**config.mk**
```make
export PLATFORM = sky130hd
export DESIGN_NAME = symbol_timing_alignment_ctrl
export DESIGN_NICKNAME = d
export VERILOG_FILES = /design/src/common/sta_pkg.sv /design/src/rtl/symbol_rate_gen.sv /design/src/rtl/symbol_timing_alignment_ctrl.sv
export SDC_FILE = /design/constraint.sdc
export NUM_CORES = 2
export LEC_CHECK = 0
export ABC_AREA = 1
export BUFFER_PORTS_ARGS = -buffer_cell sky130_fd_sc_hd__buf_2
export CAP_MARGIN = 20
export CORE_ASPECT_RATIO = 1.5
export CORE_UTILIZATION = 40
export DETAILED_ROUTE_END_ITERATION = 16
export PLACE_DENSITY_LB_ADDON = 0.12
export SKIP_CTS_REPAIR_TIMING = 1
export SYNTH_ARGS = -nofsm -noshare
export SYNTH_HDL_FRONTEND = slang
export SYNTH_SLANG_ARGS = --single-unit
export TNS_END_PERCENT = 10
```
**constraint.sdc**
```tcl
create_clock -name clk -period 8 [get_ports clk]
set_input_delay 2.4 -clock clk [delete_from_list [all_inputs] [get_ports clk]]
set_output_delay 2.4 -clock clk [all_outputs]
set_load 0.005 [all_outputs]
```
**src/common/sta_pkg.sv**
```systemverilog
// package: constants and types for symbol timing, latency and alignment control
package sta_pkg;
	// ------------------------------------------------------------
	// structure of the modulator
	// ------------------------------------------------------------
	localparam int NUM_CH = 128;
	localparam int NUM_COMB = 16;
	localparam int NUM_BLOCK = 4;
	localparam int NUM_GEN = 4;
	localparam int NUM_PD = 4;
	localparam int CH_PER_COMB = 8;
	localparam int CH_PER_BLOCK = 32;
	localparam int COMB_PER_BLOCK = 4;
	localparam int CH_IDX_W = 7;
	localparam int GEN_IDX_W = 2;
	localparam int RATE_W = 16;

	// ------------------------------------------------------------
	// register indices, byte address is four times the index
	// ------------------------------------------------------------
	localparam int ADR_W = 12;
	localparam int ADR_LSB = 2;
	localparam logic [9:0] IDX_CHAN_SEL = 10'h000;
	localparam logic [9:0] IDX_CHAN_CFG = 10'h001;
	localparam logic [9:0] IDX_STATUS = 10'h002;
	localparam logic [9:0] IDX_LAT_CTRL = 10'h003;
	localparam logic [9:0] IDX_COMB_CFG = 10'h004;
	localparam logic [9:0] IDX_SYNC_CFG = 10'h005;
	localparam logic [9:0] IDX_PD_DELAY = 10'h006;
	localparam logic [9:0] IDX_BLOCK_CFG = 10'h007;
	localparam logic [9:0] IDX_RATE0 = 10'h008;
	localparam logic [9:0] IDX_LAT_RESULT = 10'h00C;
	localparam logic [9:0] IDX_LAT_UNC = 10'h00D;
	localparam logic [9:0] IDX_PD_CTRL = 10'h081;

	// ------------------------------------------------------------
	// field layouts and reset values
	// ------------------------------------------------------------
	localparam int CH_CFG_W = 10;
	localparam int CH_SYM_LSB = 0;
	localparam int CH_SYM_W = 4;
	localparam int CH_HALF_BIT = 4;
	localparam int CH_QTR_BIT = 5;
	localparam int CH_MUTE_BIT = 6;
	localparam int CH_SYNC_BIT = 7;
	localparam int CH_GEN_LSB = 8;
	localparam logic [3:0] CH_SYM_MAX = 4'hC;
	localparam int COMB_FINE_LSB = 16;
	localparam int PD_DLY_W = 4;
	localparam int PD_D1_LSB = 0;
	localparam int PD_D2_LSB = 4;
	localparam int PD_D3_LSB = 8;
	localparam int PD_GATE_LSB = 7;
	localparam logic [3:0] PD_D1_RST = 4'h1;
	localparam logic [3:0] PD_D2_RST = 4'hC;
	localparam logic [3:0] PD_D3_RST = 4'hC;
	localparam int PD_D3_RST_CLKS = 192;
	localparam int PD_UNIT_CLKS = PD_D3_RST_CLKS / 12;
	localparam int LAT_START_BIT = 0;
	localparam int LAT_D4_LSB = 4;
	localparam int ST_BUSY_BIT = 0;
	localparam int ST_RATIO_INT_BIT = 1;
	localparam int ST_LAT_VALID_BIT = 2;
	localparam int ST_CH_SYNCED_BIT = 3;
	localparam int RATE_DEN_LSB = 16;
	localparam logic [15:0] RATE_RST = 16'h0001;

	// ------------------------------------------------------------
	// clock ratios: data clock is two master clocks, div16 is 16 data clocks
	// ------------------------------------------------------------
	localparam int CLK_PER_HALF_RATE_DATA_CLOCK = 2;
	localparam int HALF_RATE_DATA_CLOCK_PER_D16 = 16;
	localparam int CLK_PER_D16 = CLK_PER_HALF_RATE_DATA_CLOCK * HALF_RATE_DATA_CLOCK_PER_D16;
	localparam int DIV_CNT_W = 5;
	localparam logic [4:0] DIV_LAST = 5'(CLK_PER_D16 - 1);

	// ------------------------------------------------------------
	// latency figures in master clock periods
	// ------------------------------------------------------------
	localparam int LAT_SYM_BASE = 12480;
	localparam int LAT_W_D1 = 256;
	localparam int LAT_W_D2 = 128;
	localparam int LAT_W_D3 = 64;
	localparam int SYM_UPSAMPLE = 512;
	localparam int LAT_CC_BASE = 19968;
	localparam int LAT_W_D5 = 512;
	localparam int LAT_W_D6 = 256;
	localparam int LAT_DAC = 11;
	localparam int LAT_UNC = 512;
	localparam int DIV_W = 48;
	localparam logic [5:0] DIV_STEPS = 6'(DIV_W);

	typedef enum {LAT_IDLE, LAT_DIV_RATIO, LAT_DIV_SYM, LAT_SUM} lat_state_t;
endpackage

```
**src/rtl/symbol_rate_gen.sv**
```systemverilog
// symbol rate generator: fractional numerator/denominator read strobe on div16 ticks
`timescale 1ns/1ps
`default_nettype none
module symbol_rate_gen
	import sta_pkg::*;
(
	// clock and reset
	input wire logic clk,
	input wire logic resetn,
	// timing
	input wire logic div16En,
	input wire logic syncEdge,
	// configuration
	input wire logic [RATE_W-1:0] numerator,
	input wire logic [RATE_W-1:0] denominator,
	input wire logic alignEn,
	// result
	output logic symbolRead
);
	logic [RATE_W:0] acc_r;
	logic [RATE_W:0] acc_nxt;

	// ------------------------------------------------------------
	// accumulate denominator per tick; a wrap past the numerator reads
	// ------------------------------------------------------------
	// a non-integer ratio makes the read spacing alternate by one tick
	assign acc_nxt = acc_r + {1'b0, denominator};

	always_ff @(posedge clk) begin
		if (!resetn) begin
			acc_r <= '0;
			symbolRead <= 1'b0;
		end else if (div16En && syncEdge && alignEn) begin
			acc_r <= '0;
			symbolRead <= 1'b1;
		end else if (div16En && acc_nxt >= {1'b0, numerator}) begin
			acc_r <= acc_nxt - {1'b0, numerator};
			symbolRead <= 1'b1;
		end else if (div16En) begin
			acc_r <= acc_nxt;
			symbolRead <= 1'b0;
		end else begin
			symbolRead <= 1'b0;
		end
	end
endmodule
`default_nettype wire

```
**src/rtl/symbol_timing_alignment_ctrl.sv**
```systemverilog
// symbol timing, latency, alignment and power gating control of the modulator
//
// Functional notes
// - non-integer rate ratio shifts symbol reads by one div16 tick either way
// - ratio jitter uncertainty is one div16 tick; zero for integer ratio
// - latency = symbol latency*512 + combiner latency +/-512 + 11
// - symbol latency = (12480+256*d1+128*d2+64*d3+d4) divided by ratio
// - combiner latency = 19968+512*coarse+256*fine+predistortion third delay
// - predistortion third delay resets to 192 master clocks
// - 128 channels: symbol delay 0..12, half and quarter symbol delay bits
// - 16 combiners each have a coarse and a fine one-bit delay
// - three predistortion delays 0..15, resetting to 1, 12, 12
// - half-rate data clock is two master clocks; conversions use it
// - muting a synchronised channel drops its synchronisation
// - aligned FIFO groups release read pointers together on the sync edge
// - no alignment signal or feedback goes back to the aligner
// - sync strobe synchronised into div16 timing, rising edge acted on
// - each rate generator's alignment to sync is enabled separately
// - global reset clears configuration registers; predistortion delays load 1, 12, 12 and rates load 1
// - held reset stops the internal clock dividers
// - muting gates the channel symbol path clock; zero gain does not
// - each 32-channel block combiner can be shut down separately
// - four predistortion branches clock after reset, gated by 0x081 bits 10:7
`timescale 1ns/1ps
`default_nettype none
module symbol_timing_alignment_ctrl
	import sta_pkg::*;
(
	// clock and reset
	input wire logic clk,
	input wire logic resetn,
	// wishbone slave
	input wire logic wb_cyc_i,
	input wire logic wb_stb_i,
	input wire logic wb_we_i,
	input wire logic [ADR_W-1:0] wb_adr_i,
	input wire logic [3:0] wb_sel_i,
	input wire logic [31:0] wb_dat_i,
	output logic [31:0] wb_dat_o,
	output logic wb_ack_o,
	// sync strobe pin
	input wire logic syncStrobeIn,
	// derived timing
	output logic halfRateTick,
	output logic div16Tick,
	// symbol read side
	output logic [NUM_GEN-1:0] symbolRead,
	output logic [NUM_GEN-1:0] fifoRelease,
	output logic [NUM_CH-1:0] channelSynced,
	// power gating
	output logic [NUM_CH-1:0] channelClkEn,
	output logic [NUM_COMB-1:0] combClkEn,
	output logic [NUM_BLOCK-1:0] blockClkEn,
	output logic [NUM_PD-1:0] pdBranchClkEn,
	// delay settings
	output logic [NUM_COMB-1:0] combCoarseDelay,
	output logic [NUM_COMB-1:0] combFineDelay,
	output logic [3*PD_DLY_W-1:0] pdDelay
);
	// ------------------------------------------------------------
	// declarations
	// ------------------------------------------------------------
	logic [DIV_CNT_W-1:0] divCnt_r;
	logic div16En;
	logic syncMeta_r;
	logic syncSync_r;
	logic syncLast_r;
	logic syncEdge;
	logic [CH_IDX_W-1:0] chanSel_r;
	logic [CH_CFG_W-1:0] chanCfg_r [NUM_CH];
	logic [NUM_COMB-1:0] combCoarse_r;
	logic [NUM_COMB-1:0] combFine_r;
	logic [NUM_GEN-1:0] alignEn_r;
	logic [PD_DLY_W-1:0] pdD1_r;
	logic [PD_DLY_W-1:0] pdD2_r;
	logic [PD_DLY_W-1:0] pdD3_r;
	logic [NUM_BLOCK-1:0] blockOff_r;
	logic [NUM_PD-1:0] pdGate_r;
	logic [RATE_W-1:0] rateNum_r [NUM_GEN];
	logic [RATE_W-1:0] rateDen_r [NUM_GEN];
	logic [3:0] latD4_r;
	logic [NUM_GEN-1:0] releaseNow;
	logic wbReq;
	logic wbWrite;
	logic [9:0] wbIdx;
	logic [31:0] readMux;
	logic [31:0] wrVal;
	lat_state_t latState_r;
	logic [DIV_W-1:0] divQ_r;
	logic [RATE_W:0] divR_r;
	logic [RATE_W-1:0] divD_r;
	logic [5:0] divCnt2_r;
	logic [RATE_W:0] remShift;
	logic ratioInt_r;
	logic latValid_r;
	logic [31:0] latency_r;
	logic [CH_CFG_W-1:0] selCfg;
	logic [GEN_IDX_W-1:0] selGen;
	logic [3:0] selComb;
	logic [31:0] latSymBase;
	logic [31:0] latCc;
	logic latStart;

	// ------------------------------------------------------------
	// clock dividers: data clock and div16 enables from the master clock
	// ------------------------------------------------------------
	// counter is held at zero during reset so no divided tick is produced
	always_ff @(posedge clk) begin
		if (!resetn) begin
			divCnt_r <= '0;
		end else begin
			divCnt_r <= divCnt_r + 5'h01;
		end
	end

	assign div16En = resetn && (divCnt_r == DIV_LAST);

	always_ff @(posedge clk) begin
		if (!resetn) begin
			halfRateTick <= 1'b0;
			div16Tick <= 1'b0;
		end else begin
			halfRateTick <= divCnt_r[0];
			div16Tick <= div16En;
		end
	end

	// ------------------------------------------------------------
	// sync strobe: two-flop synchroniser, edge taken on div16 ticks
	// ------------------------------------------------------------
	always_ff @(posedge clk) begin
		if (!resetn) begin
			syncMeta_r <= 1'b0;
			syncSync_r <= 1'b0;
		end else begin
			syncMeta_r <= syncStrobeIn;
			syncSync_r <= syncMeta_r;
		end
	end

	always_ff @(posedge clk) begin
		if (!resetn) begin
			syncLast_r <= 1'b0;
		end else if (div16En) begin
			syncLast_r <= syncSync_r;
		end
	end

	// the strobe only steers internal timing; nothing is returned to the aligner
	assign syncEdge = div16En && syncSync_r && !syncLast_r;

	// ------------------------------------------------------------
	// rate generators and grouped fifo release
	// ------------------------------------------------------------
	genvar g;
	generate
		for (g = 0; g < NUM_GEN; g++) begin : genRate
			assign releaseNow[g] = syncEdge && alignEn_r[g];

			symbol_rate_gen uGen (
				.clk(clk),
				.resetn(resetn),
				.div16En(div16En),
				.syncEdge(syncEdge),
				.numerator(rateNum_r[g]),
				.denominator(rateDen_r[g]),
				.alignEn(alignEn_r[g]),
				.symbolRead(symbolRead[g])
			);
		end
	endgenerate

	// every enabled group sees the release in the same cycle
	always_ff @(posedge clk) begin
		if (!resetn) begin
			fifoRelease <= '0;
		end else begin
			fifoRelease <= releaseNow;
		end
	end

	// ------------------------------------------------------------
	// per-channel clock gating and synchronised state
	// ------------------------------------------------------------
	genvar c;
	generate
		for (c = 0; c < NUM_CH; c++) begin : genChan
			always_ff @(posedge clk) begin
				if (!resetn) begin
					channelClkEn[c] <= 1'b0;
					channelSynced[c] <= 1'b0;
				end else begin
					// gain is not looked at: zero gain keeps the clock running
					channelClkEn[c] <= !chanCfg_r[c][CH_MUTE_BIT]
						&& !blockOff_r[c / CH_PER_BLOCK];
					if (chanCfg_r[c][CH_MUTE_BIT]) begin
						channelSynced[c] <= 1'b0;
					end else if (chanCfg_r[c][CH_SYNC_BIT]
						&& releaseNow[chanCfg_r[c][CH_GEN_LSB +: GEN_IDX_W]]) begin
						channelSynced[c] <= 1'b1;
					end
				end
			end
		end
	endgenerate

	genvar k;
	generate
		for (k = 0; k < NUM_COMB; k++) begin : genComb
			always_ff @(posedge clk) begin
				if (!resetn) begin
					combClkEn[k] <= 1'b0;
				end else begin
					combClkEn[k] <= !blockOff_r[k / COMB_PER_BLOCK];
				end
			end
		end
	endgenerate

	always_ff @(posedge clk) begin
		if (!resetn) begin
			blockClkEn <= '0;
			pdBranchClkEn <= '0;
			combCoarseDelay <= '0;
			combFineDelay <= '0;
			pdDelay <= '0;
		end else begin
			blockClkEn <= ~blockOff_r;
			pdBranchClkEn <= ~pdGate_r;
			combCoarseDelay <= combCoarse_r;
			combFineDelay <= combFine_r;
			pdDelay <= {pdD3_r, pdD2_r, pdD1_r};
		end
	end

	// ------------------------------------------------------------
	// wishbone slave: one wait state, unmapped reads return zero
	// ------------------------------------------------------------
	assign wbReq = wb_cyc_i && wb_stb_i && !wb_ack_o;
	assign wbWrite = wbReq && wb_we_i;
	assign wbIdx = wb_adr_i[ADR_W-1:ADR_LSB];
	assign selCfg = chanCfg_r[chanSel_r];

	always_comb begin
		readMux = 32'h0000_0000;
		if (wbIdx == IDX_CHAN_SEL) begin
			readMux[CH_IDX_W-1:0] = chanSel_r;
		end else if (wbIdx == IDX_CHAN_CFG) begin
			readMux[CH_CFG_W-1:0] = selCfg;
		end else if (wbIdx == IDX_STATUS) begin
			readMux[ST_BUSY_BIT] = (latState_r != LAT_IDLE);
			readMux[ST_RATIO_INT_BIT] = ratioInt_r;
			readMux[ST_LAT_VALID_BIT] = latValid_r;
			readMux[ST_CH_SYNCED_BIT] = channelSynced[chanSel_r];
		end else if (wbIdx == IDX_LAT_CTRL) begin
			readMux[LAT_D4_LSB +: 4] = latD4_r;
		end else if (wbIdx == IDX_COMB_CFG) begin
			readMux = {combFine_r, combCoarse_r};
		end else if (wbIdx == IDX_SYNC_CFG) begin
			readMux[NUM_GEN-1:0] = alignEn_r;
		end else if (wbIdx == IDX_PD_DELAY) begin
			readMux[3*PD_DLY_W-1:0] = {pdD3_r, pdD2_r, pdD1_r};
		end else if (wbIdx == IDX_BLOCK_CFG) begin
			readMux[NUM_BLOCK-1:0] = blockOff_r;
		end else if (wbIdx[9:2] == IDX_RATE0[9:2]) begin
			readMux = {rateDen_r[wbIdx[1:0]], rateNum_r[wbIdx[1:0]]};
		end else if (wbIdx == IDX_LAT_RESULT) begin
			readMux = latency_r;
		end else if (wbIdx == IDX_LAT_UNC) begin
			readMux = ratioInt_r ? 32'h0000_0000 : 32'(CLK_PER_D16);
		end else if (wbIdx == IDX_PD_CTRL) begin
			readMux[PD_GATE_LSB +: NUM_PD] = pdGate_r;
		end
	end

	// byte lanes not selected keep their current contents
	always_comb begin
		for (int b = 0; b < 4; b++) begin
			wrVal[8*b +: 8] = wb_sel_i[b] ? wb_dat_i[8*b +: 8] : readMux[8*b +: 8];
		end
	end

	always_ff @(posedge clk) begin
		if (!resetn) begin
			wb_ack_o <= 1'b0;
			wb_dat_o <= 32'h0000_0000;
		end else begin
			wb_ack_o <= wbReq;
			wb_dat_o <= wbReq ? readMux : 32'h0000_0000;
		end
	end

	// ------------------------------------------------------------
	// configuration registers, all reset by the global reset; predistortion delays and rates load nonzero values
	// ------------------------------------------------------------
	always_ff @(posedge clk) begin
		if (!resetn) begin
			chanSel_r <= '0;
			combCoarse_r <= '0;
			combFine_r <= '0;
			alignEn_r <= '0;
			pdD1_r <= PD_D1_RST;
			pdD2_r <= PD_D2_RST;
			pdD3_r <= PD_D3_RST;
			blockOff_r <= '0;
			pdGate_r <= '0;
			latD4_r <= '0;
			for (int r = 0; r < NUM_GEN; r++) begin
				rateNum_r[r] <= RATE_RST;
				rateDen_r[r] <= RATE_RST;
			end
		end else if (wbWrite) begin
			if (wbIdx == IDX_CHAN_SEL) begin
				chanSel_r <= wrVal[CH_IDX_W-1:0];
			end else if (wbIdx == IDX_COMB_CFG) begin
				combCoarse_r <= wrVal[NUM_COMB-1:0];
				combFine_r <= wrVal[COMB_FINE_LSB +: NUM_COMB];
			end else if (wbIdx == IDX_SYNC_CFG) begin
				alignEn_r <= wrVal[NUM_GEN-1:0];
			end else if (wbIdx == IDX_PD_DELAY) begin
				pdD1_r <= wrVal[PD_D1_LSB +: PD_DLY_W];
				pdD2_r <= wrVal[PD_D2_LSB +: PD_DLY_W];
				pdD3_r <= wrVal[PD_D3_LSB +: PD_DLY_W];
			end else if (wbIdx == IDX_BLOCK_CFG) begin
				blockOff_r <= wrVal[NUM_BLOCK-1:0];
			end else if (wbIdx == IDX_PD_CTRL) begin
				pdGate_r <= wrVal[PD_GATE_LSB +: NUM_PD];
			end else if (wbIdx == IDX_LAT_CTRL) begin
				latD4_r <= wrVal[LAT_D4_LSB +: 4];
			end else if (wbIdx[9:2] == IDX_RATE0[9:2]) begin
				rateNum_r[wbIdx[1:0]] <= wrVal[RATE_W-1:0];
				rateDen_r[wbIdx[1:0]] <= wrVal[RATE_DEN_LSB +: RATE_W];
			end
		end
	end

	// symbol delays above the documented top are clamped
	always_ff @(posedge clk) begin
		if (!resetn) begin
			for (int i = 0; i < NUM_CH; i++) begin
				chanCfg_r[i] <= '0;
			end
		end else if (wbWrite && wbIdx == IDX_CHAN_CFG) begin
			chanCfg_r[chanSel_r] <= wrVal[CH_CFG_W-1:0];
			if (wrVal[CH_SYM_LSB +: CH_SYM_W] > CH_SYM_MAX) begin
				chanCfg_r[chanSel_r][CH_SYM_LSB +: CH_SYM_W] <= CH_SYM_MAX;
			end
		end
	end

	// ------------------------------------------------------------
	// latency calculator for the selected channel
	// ------------------------------------------------------------
	// one shared serial divider: first the ratio test, then the symbol term
	assign selGen = selCfg[CH_GEN_LSB +: GEN_IDX_W];
	assign selComb = chanSel_r[CH_IDX_W-1 -: 4];
	assign latStart = wbWrite && wbIdx == IDX_LAT_CTRL && wrVal[LAT_START_BIT];
	assign remShift = {divR_r[RATE_W-1:0], divQ_r[DIV_W-1]};

	assign latSymBase = 32'(LAT_SYM_BASE)
		+ 32'(LAT_W_D1) * 32'(selCfg[CH_SYM_LSB +: CH_SYM_W])
		+ 32'(LAT_W_D2) * 32'(selCfg[CH_HALF_BIT])
		+ 32'(LAT_W_D3) * 32'(selCfg[CH_QTR_BIT])
		+ 32'(latD4_r);

	assign latCc = 32'(LAT_CC_BASE)
		+ 32'(LAT_W_D5) * 32'(combCoarse_r[selComb])
		+ 32'(LAT_W_D6) * 32'(combFine_r[selComb])
		+ 32'(PD_UNIT_CLKS) * 32'(pdD3_r);

	always_ff @(posedge clk) begin
		if (!resetn) begin
			latState_r <= LAT_IDLE;
			divQ_r <= '0;
			divR_r <= '0;
			divD_r <= '0;
			divCnt2_r <= '0;
			ratioInt_r <= 1'b0;
			latValid_r <= 1'b0;
			latency_r <= 32'h0000_0000;
		end else begin
			unique case (latState_r)
				LAT_IDLE: begin
					if (latStart) begin
						latValid_r <= 1'b0;
						divQ_r <= DIV_W'(rateNum_r[selGen]);
						divD_r <= rateDen_r[selGen];
						divR_r <= '0;
						divCnt2_r <= DIV_STEPS;
						latState_r <= LAT_DIV_RATIO;
					end
				end
				LAT_DIV_RATIO, LAT_DIV_SYM: begin
					if (remShift >= {1'b0, divD_r}) begin
						divR_r <= remShift - {1'b0, divD_r};
						divQ_r <= {divQ_r[DIV_W-2:0], 1'b1};
					end else begin
						divR_r <= remShift;
						divQ_r <= {divQ_r[DIV_W-2:0], 1'b0};
					end
					divCnt2_r <= divCnt2_r - 6'h01;
					if (divCnt2_r == 6'h01 && latState_r == LAT_DIV_RATIO) begin
						// symbol term = base * denominator * 512 / numerator
						ratioInt_r <= (remShift - (remShift >= {1'b0, divD_r}
							? {1'b0, divD_r} : '0)) == '0;
						divQ_r <= DIV_W'(latSymBase) * DIV_W'(rateDen_r[selGen])
							* DIV_W'(SYM_UPSAMPLE);
						divD_r <= rateNum_r[selGen];
						divR_r <= '0;
						divCnt2_r <= DIV_STEPS;
						latState_r <= LAT_DIV_SYM;
					end else if (divCnt2_r == 6'h01) begin
						latState_r <= LAT_SUM;
					end
				end
				LAT_SUM: begin
					latency_r <= divQ_r[31:0] + latCc + 32'(LAT_DAC);
					latValid_r <= 1'b1;
					latState_r <= LAT_IDLE;
				end
			endcase
		end
	end
endmodule
`default_nettype wire

```
Word level (Yosys, flattened, before mapping)

Memories as Yosys holds them, arrays and structs flattened. A register that Yosys moved wholly into a read port is not among the register bits.
Index checks and enable logic that the tools add are counted.

Logic and storage cells: 1,432
Bits of input ports: 54
Memories kept: 3
Output and inout bits: 367
Register bits: 650
Memory bits (writable): 1,408

Memory list:

| name      | depth | bits a word | rd ports | clocked after memory_dff | write ports | line                               | text |
|---|---|---|---|---|---|---|---|
| chanCfg_r | 128   | 10          | 129      | 1                        | 128         | symbol_timing_alignment_ctrl.sv:70 | `logic [CH_CFG_W-1:0] chanCfg_r [NUM_CH];` |
| rateDen_r | 4     | 16          | 6        | 0                        | 4           | symbol_timing_alignment_ctrl.sv:80 | `logic [RATE_W-1:0] rateDen_r [NUM_GEN];` |
| rateNum_r | 4     | 16          | 6        | 0                        | 4           | symbol_timing_alignment_ctrl.sv:79 | `logic [RATE_W-1:0] rateNum_r [NUM_GEN];` |

Multiply operators: 1
Bitwise operators: 10
Mux-type cells: 369
Add/subtract/negate cells: 21
Reduce and logical (&&, ||, !) cells: 572
Equality and inequality tests: 20
Order comparisons: 136

Operator list:

| operator                                                               | count |
|---|---|
| 2-bit by 3-bit < comparator with 1-bit output, second input constant   | 128 |
| 28-bit 2-to-1 mux                                                      | 10 |
| 1-bit logical AND                                                      | 279 |
| 2-bit OR reduction                                                     | 133 |
| 1-bit binary-select mux with 2-bit select                              | 128 |
| 32-bit 2-to-1 mux                                                      | 6 |
| 1-bit 2-to-1 mux                                                       | 162 |
| 17-bit 2-to-1 mux                                                      | 8 |
| 1-bit zero test                                                        | 134 |
| 16-bit 2-to-1 mux                                                      | 8 |
| 32-bit by 2-bit equality test with 1-bit output, second input constant | 3 |
| 48-bit 2-to-1 mux                                                      | 2 |
| 32-bit one-hot mux with 3 select lines                                 | 1 |
| 48-bit one-hot mux with 2 select lines                                 | 1 |
| 17-bit by 16-bit greater-or-equal comparator with 1-bit output         | 5 |
| 17-bit by 16-bit subtractor with 17-bit output                         | 5 |
| 12-bit 2-to-1 mux                                                      | 7 |
| 17-bit by 16-bit adder with 17-bit output                              | 4 |
| 16-bit one-hot mux with 2 select lines                                 | 2 |
| 10-bit by 3-bit equality test with 1-bit output, second input constant | 4 |
| 18-bit by 16-bit multiplier with 34-bit output                         | 1 |
| 32-bit by 18-bit adder with 32-bit output                              | 1 |
| 32-bit by 4-bit adder with 32-bit output, second input constant        | 1 |
| 32-bit by 1-bit equality test with 1-bit output, second input constant | 1 |
| other kinds (53)                                                       | 95 |

Longest topological paths before layout

Depth after elaboration: 35
Mapped depth: 48
Depth with buffers taken out: 44

Cells and area by module

A second synthesis with hierarchy kept.

Cell total of the unflattened synthesis: 13,423
Area total of the unflattened synthesis: 111,390.6 um^2

Modules (own cells, without submodules):

| module                                 | instances | seq. area each (um^2) | area each (um^2) | cells an instance |
|---|---|---|---|---|
| symbol_timing_alignment_ctrl           | 1         | 53,311.1              | 100,435.1        | 11,627 |
| symbol_rate_gen at genRate[0].uGen ... | 3         | 360.3                 | 2,761.4          | 450 |
| symbol_rate_gen at genRate[1].uGen     | 1         | 360.3                 | 2,671.3          | 446 |

Least setup slack after synthesis

No wires, ideal clock.

Path kind: register to register
Start point: reg with a tool-made name
End point: reg divQ_r[36]
Required time: 7,887 ps
Cell stages (with the launch flop): 45
Setup time: 113 ps
Path slack: 517 ps
Arrival time: 7,370 ps
Period minus slack after synthesis: 7,483 ps
Path buffers: 5
Cells stage by stage: dfxtp_1 > buf_4 > inv_2 > buf_2 > buf_4 > buf_2 > o21ai_0 > o22ai_1 > nand2_1 > nand3_1 > nand2_1 > nand2_1 > nand3_1 > nand3_1 > nand2_1 > ha_1 > nor3b_1 > nand2_1 > (+9 left out) > fa_1 > inv_1 > fa_1 > inv_1 > ha_1 > a21oi_1 > o21ai_0 > a21oi_1 > nand2_1 > a21oi_1 > o21ai_0 > nand2_1 > nand2_1 > or2_2 > nand3_1 > o21ai_0 > nor2_1 > nor2_1

RTL lines:

| item                 | line                                | text |
|---|---|---|
| to (signal assigned) | symbol_timing_alignment_ctrl.sv:386 | `divQ_r <= DIV_W'(rateNum_r[selGen]);` |
| to (signal assigned) | symbol_timing_alignment_ctrl.sv:396 | `divQ_r <= {divQ_r[DIV_W-2:0], 1'b1};` |
| to (signal assigned) | symbol_timing_alignment_ctrl.sv:399 | `divQ_r <= {divQ_r[DIV_W-2:0], 1'b0};` |
| to (decl)            | symbol_timing_alignment_ctrl.sv:89  | `logic [DIV_W-1:0] divQ_r;` |

==> results.cfg <==
[timing]
rsz0062_at_grt = true
hold_viol = 0
fmax_mhz = 119
drv_slew = 0
slew_headroom = 0.0579
fin_ws_ns = -0.385
worstMarginPinSlew_ns = 1.41
skew_ns = 0.0678
setup_violations = 20
fin_crit_sh = 1.05
period_needed_ns = 8.38

[setup_path]
worstSetupPathType = flip-flop to flip-flop
critPathMaxFanout = 16
required_ns = 8.77
path_common_cell = nand2_1
crit_arrival_ns = 9.16
critPathCaptureType = flip-flop
cpMaxStageDelayCell = fa_2
cp-start-kind = flip-flop
max_stage_delay_ns = 0.56

[clock_tree]
cts_made_buffers = 213
htreeDepth = 4
clk-insertion-delay-late_ns = 0.94
clockBufferDepth = 4
cts_tree = yes
cts.sinks = 2031
clk_pin_slew_ns = 0.07
cts-root-buf = clkbuf_16

[synth]
avgSynthCellArea_sq_um = 8.38
synth_cell_types = 64
synth_top_cells_by_area = edfxtp_1 (39%), dfxtp_1 (11%), nand2_1 (8.9%)
syn_area_sq_um = 109000
synth_largest_area_cell = edfxtp_1
syn_nets = 13600
synth.top_cell.area_share = 0.387
yosys.area_share.adder = 0.0656
synthMuxAreaShare = 0.000549
ys_warn_count = 0
synth_top_family_by_area = simple AND/OR/NAND/NOR gates
synthXorXnorAreaFrac = 0.0143
syn_inst = 13000
synth_most_common_cell = nand2_1
synthSimpleGateAreaFrac = 0.239
synthTopCellsByCount = nand2_1 (2,582), nor2_1 (2,536), edfxtp_1 (1,408)
synth_compound_area_frac = 0.103
async_flop_share = 0
yosys_most_used_dff = edfxtp_1
synth_edf_count = 1408
ys_seq_area_frac = 0.501
synth_seq_cells = 2031

[global_route]
antenna_found_initial = 16
grt_pass1_wl_microns = 663000
grt_overflow = 0
gr-usage-all-layers = 0.329
grt_max_degree = 133
grt_pass1_vias = 97200

[power_and_ir_drop]
p_clk_frac = 0.371
p_seq_frac = 0.425
leakage_nw = 54.5
comb_power_share = 0.204
p_sw_w = 0.00800
power_w = 0.0278
internal_power_w = 0.0198
sw_frac_of_total = 0.288
p_per_area_nw_per_um2 = 215
ir_worst_vdd_uv = 275

[die]
core_sq_um = 271000
die_y_microns = 642
rows = 234
io_pins = 421
die-area_sq_um = 276000
die_x_microns = 429
start_util = 0.403

[final_layout]
drive_above_1_share = 0.148
syn_to_final_growth_pct = 18.1
finalNetCount = 14400
fillers = 26400
final_util = 0.476
multi_input_area_sq_um = 47200
final-seq-area_sq_um = 54800

[outcome]
violations = setup timing
run_status = finished with violations

[drt]
routedWlPerCell_microns = 26.8
drt-initial-drc-count = 9502
ant_nets = 0
drt-total-wl_microns = 471000
drt-vias-per-instance = 5.62
vias = 98700
drc = 0
firstDrtPassIters = 6

[placed_design]
portBuffers = 418
dp_hpwl_microns = 338000
dp_slack_ns = -0.828
gp_congestion = 1.00

[hold_path]
worstHoldPathType = flip-flop to flip-flop

[job]
max_cap_violations = 0
-- power groups by stage --
| stage | registers (W) | logic, W | clock network, W |
|---|---|---|---|
| 3_5_place_dp | 0.0120 | 0.00499 | 0 |
| 4_1_cts | 0.0118 | 0.00502 | 0.0104 |
| 3_3_place_gp | 0.0120 | 0.00498 | 0 |
| 2_1_floorplan | 0.0120 | 0.00260 | 0 |
| 5_1_grt | 0.0119 | 0.00618 | 0.0108 |
| 6_report | 0.0118 | 0.00567 | 0.0103 |
-- per-layer routing --
metal | global-route usage | vias up | wire, microns
met5 | 0 | - | 42
met4 | 0.236 | 6 | 39400
met3 | 0.0462 | 1219 | 31100
met2 | 0.569 | 4273 | 230000
met1 | 0.370 | 48200 | 171000
li1 | - | 45000 | -
-- layout by cell type, fill, tap and decap left out, drive strengths merged, types with 65 or more instances in the layout --
cell type | synthesis | final
a21oi | 745 | 745
buf | 468 | 1458
clkbuf | 424 | 293
clkinv | 7 | 65
dfxtp | 623 | 623
edfxtp | 1408 | 1408
fa | 159 | 159
ha | 319 | 319
inv | 1012 | 1033
nand2 | 2594 | 2594
nand3 | 1037 | 1037
nor2 | 2543 | 2543
nor3 | 187 | 187
o21ai | 758 | 758
o22ai | 166 | 166
o32ai | 128 | 128
xor2 | 126 | 126
-- path summary, 6_finish.rpt --
| check | to | start | depth (start not counted) | slack (ns) |
|---|---|---|---|---|
| min reg2reg | combCoarseDelay[14] | combCoarse_r[14] | 2 | 0.43 |
| max | divQ_r[38] | flip-flop | 49 | -0.38 |
| min | combCoarseDelay[14] | combCoarse_r[14] | 2 | 0.43 |
| max reg2reg | divQ_r[38] | flip-flop | 49 | -0.38 |
-- area by class of cell --
cell class / count / share of cell area
Tap cell: 3540 / 0.0343
Clock buffer: 282 / 0.0464
Antenna cell: 12 / 0.000232
Clock inverter: 108 / 0.00822
Inverter: 1019 / 0.0302
Multi-Input combinational cell: 9104 / 0.366
Sequential cell: 2031 / 0.424
Timing Repair inverter: 1 / 0.0000872
Timing Repair Buffer: 1469 / 0.0909
-- cells by family (layout without fill, tap and decap cells) --
| logic type | count (synthesis) | count (layout) |
|---|---|---|
| xor gates and xnor gates | 178 | 178 |
| adders and majority gates | 478 | 478 |
| DFF | 2031 | 2031 |
| other | 0 | 12 |
| and+or+nand+nor | 6444 | 6444 |
| AOI/OAI and AO/OA | 1998 | 1998 |
| buffers and inverters | 1911 | 2879 |
| muxes | 6 | 6 |
-- worst max-delay path, delay by kind of cell (launching register included) --
family	cells	cell delay [ns]
compound gates	5	0.58
flops	1	0.42
buf+inv	13	1.51
simple gates	24	2.39
fa+ha+maj	7	3.27
-- through the flow --
stage               setup TNS, ns  hold WS [ns]  cell area (sq um)  std cells
global placement           -13.40         0.407             120000      17100
floorplan                       0         0.390             109000      13000
CTS                        -14.57         0.424             127000      17500
finish                      -4.33         0.431             129000      17600
global route               -10.06         0.438             129000      17600
detailed placement         -13.18         0.413             120000      17100
-- sequential cells by signal (all words and copies together), names as in the netlist, 32 cells and up, named ones only --
name                count
rateDen_r              64
latency_r              32
channelSynced         128
wb_dat_o               32
divQ_r                 48
genRate.uGen.acc_r     68
channelClkEn          128
chanCfg_r            1280
rateNum_r              64
Power figures use the tool's default switching activity.
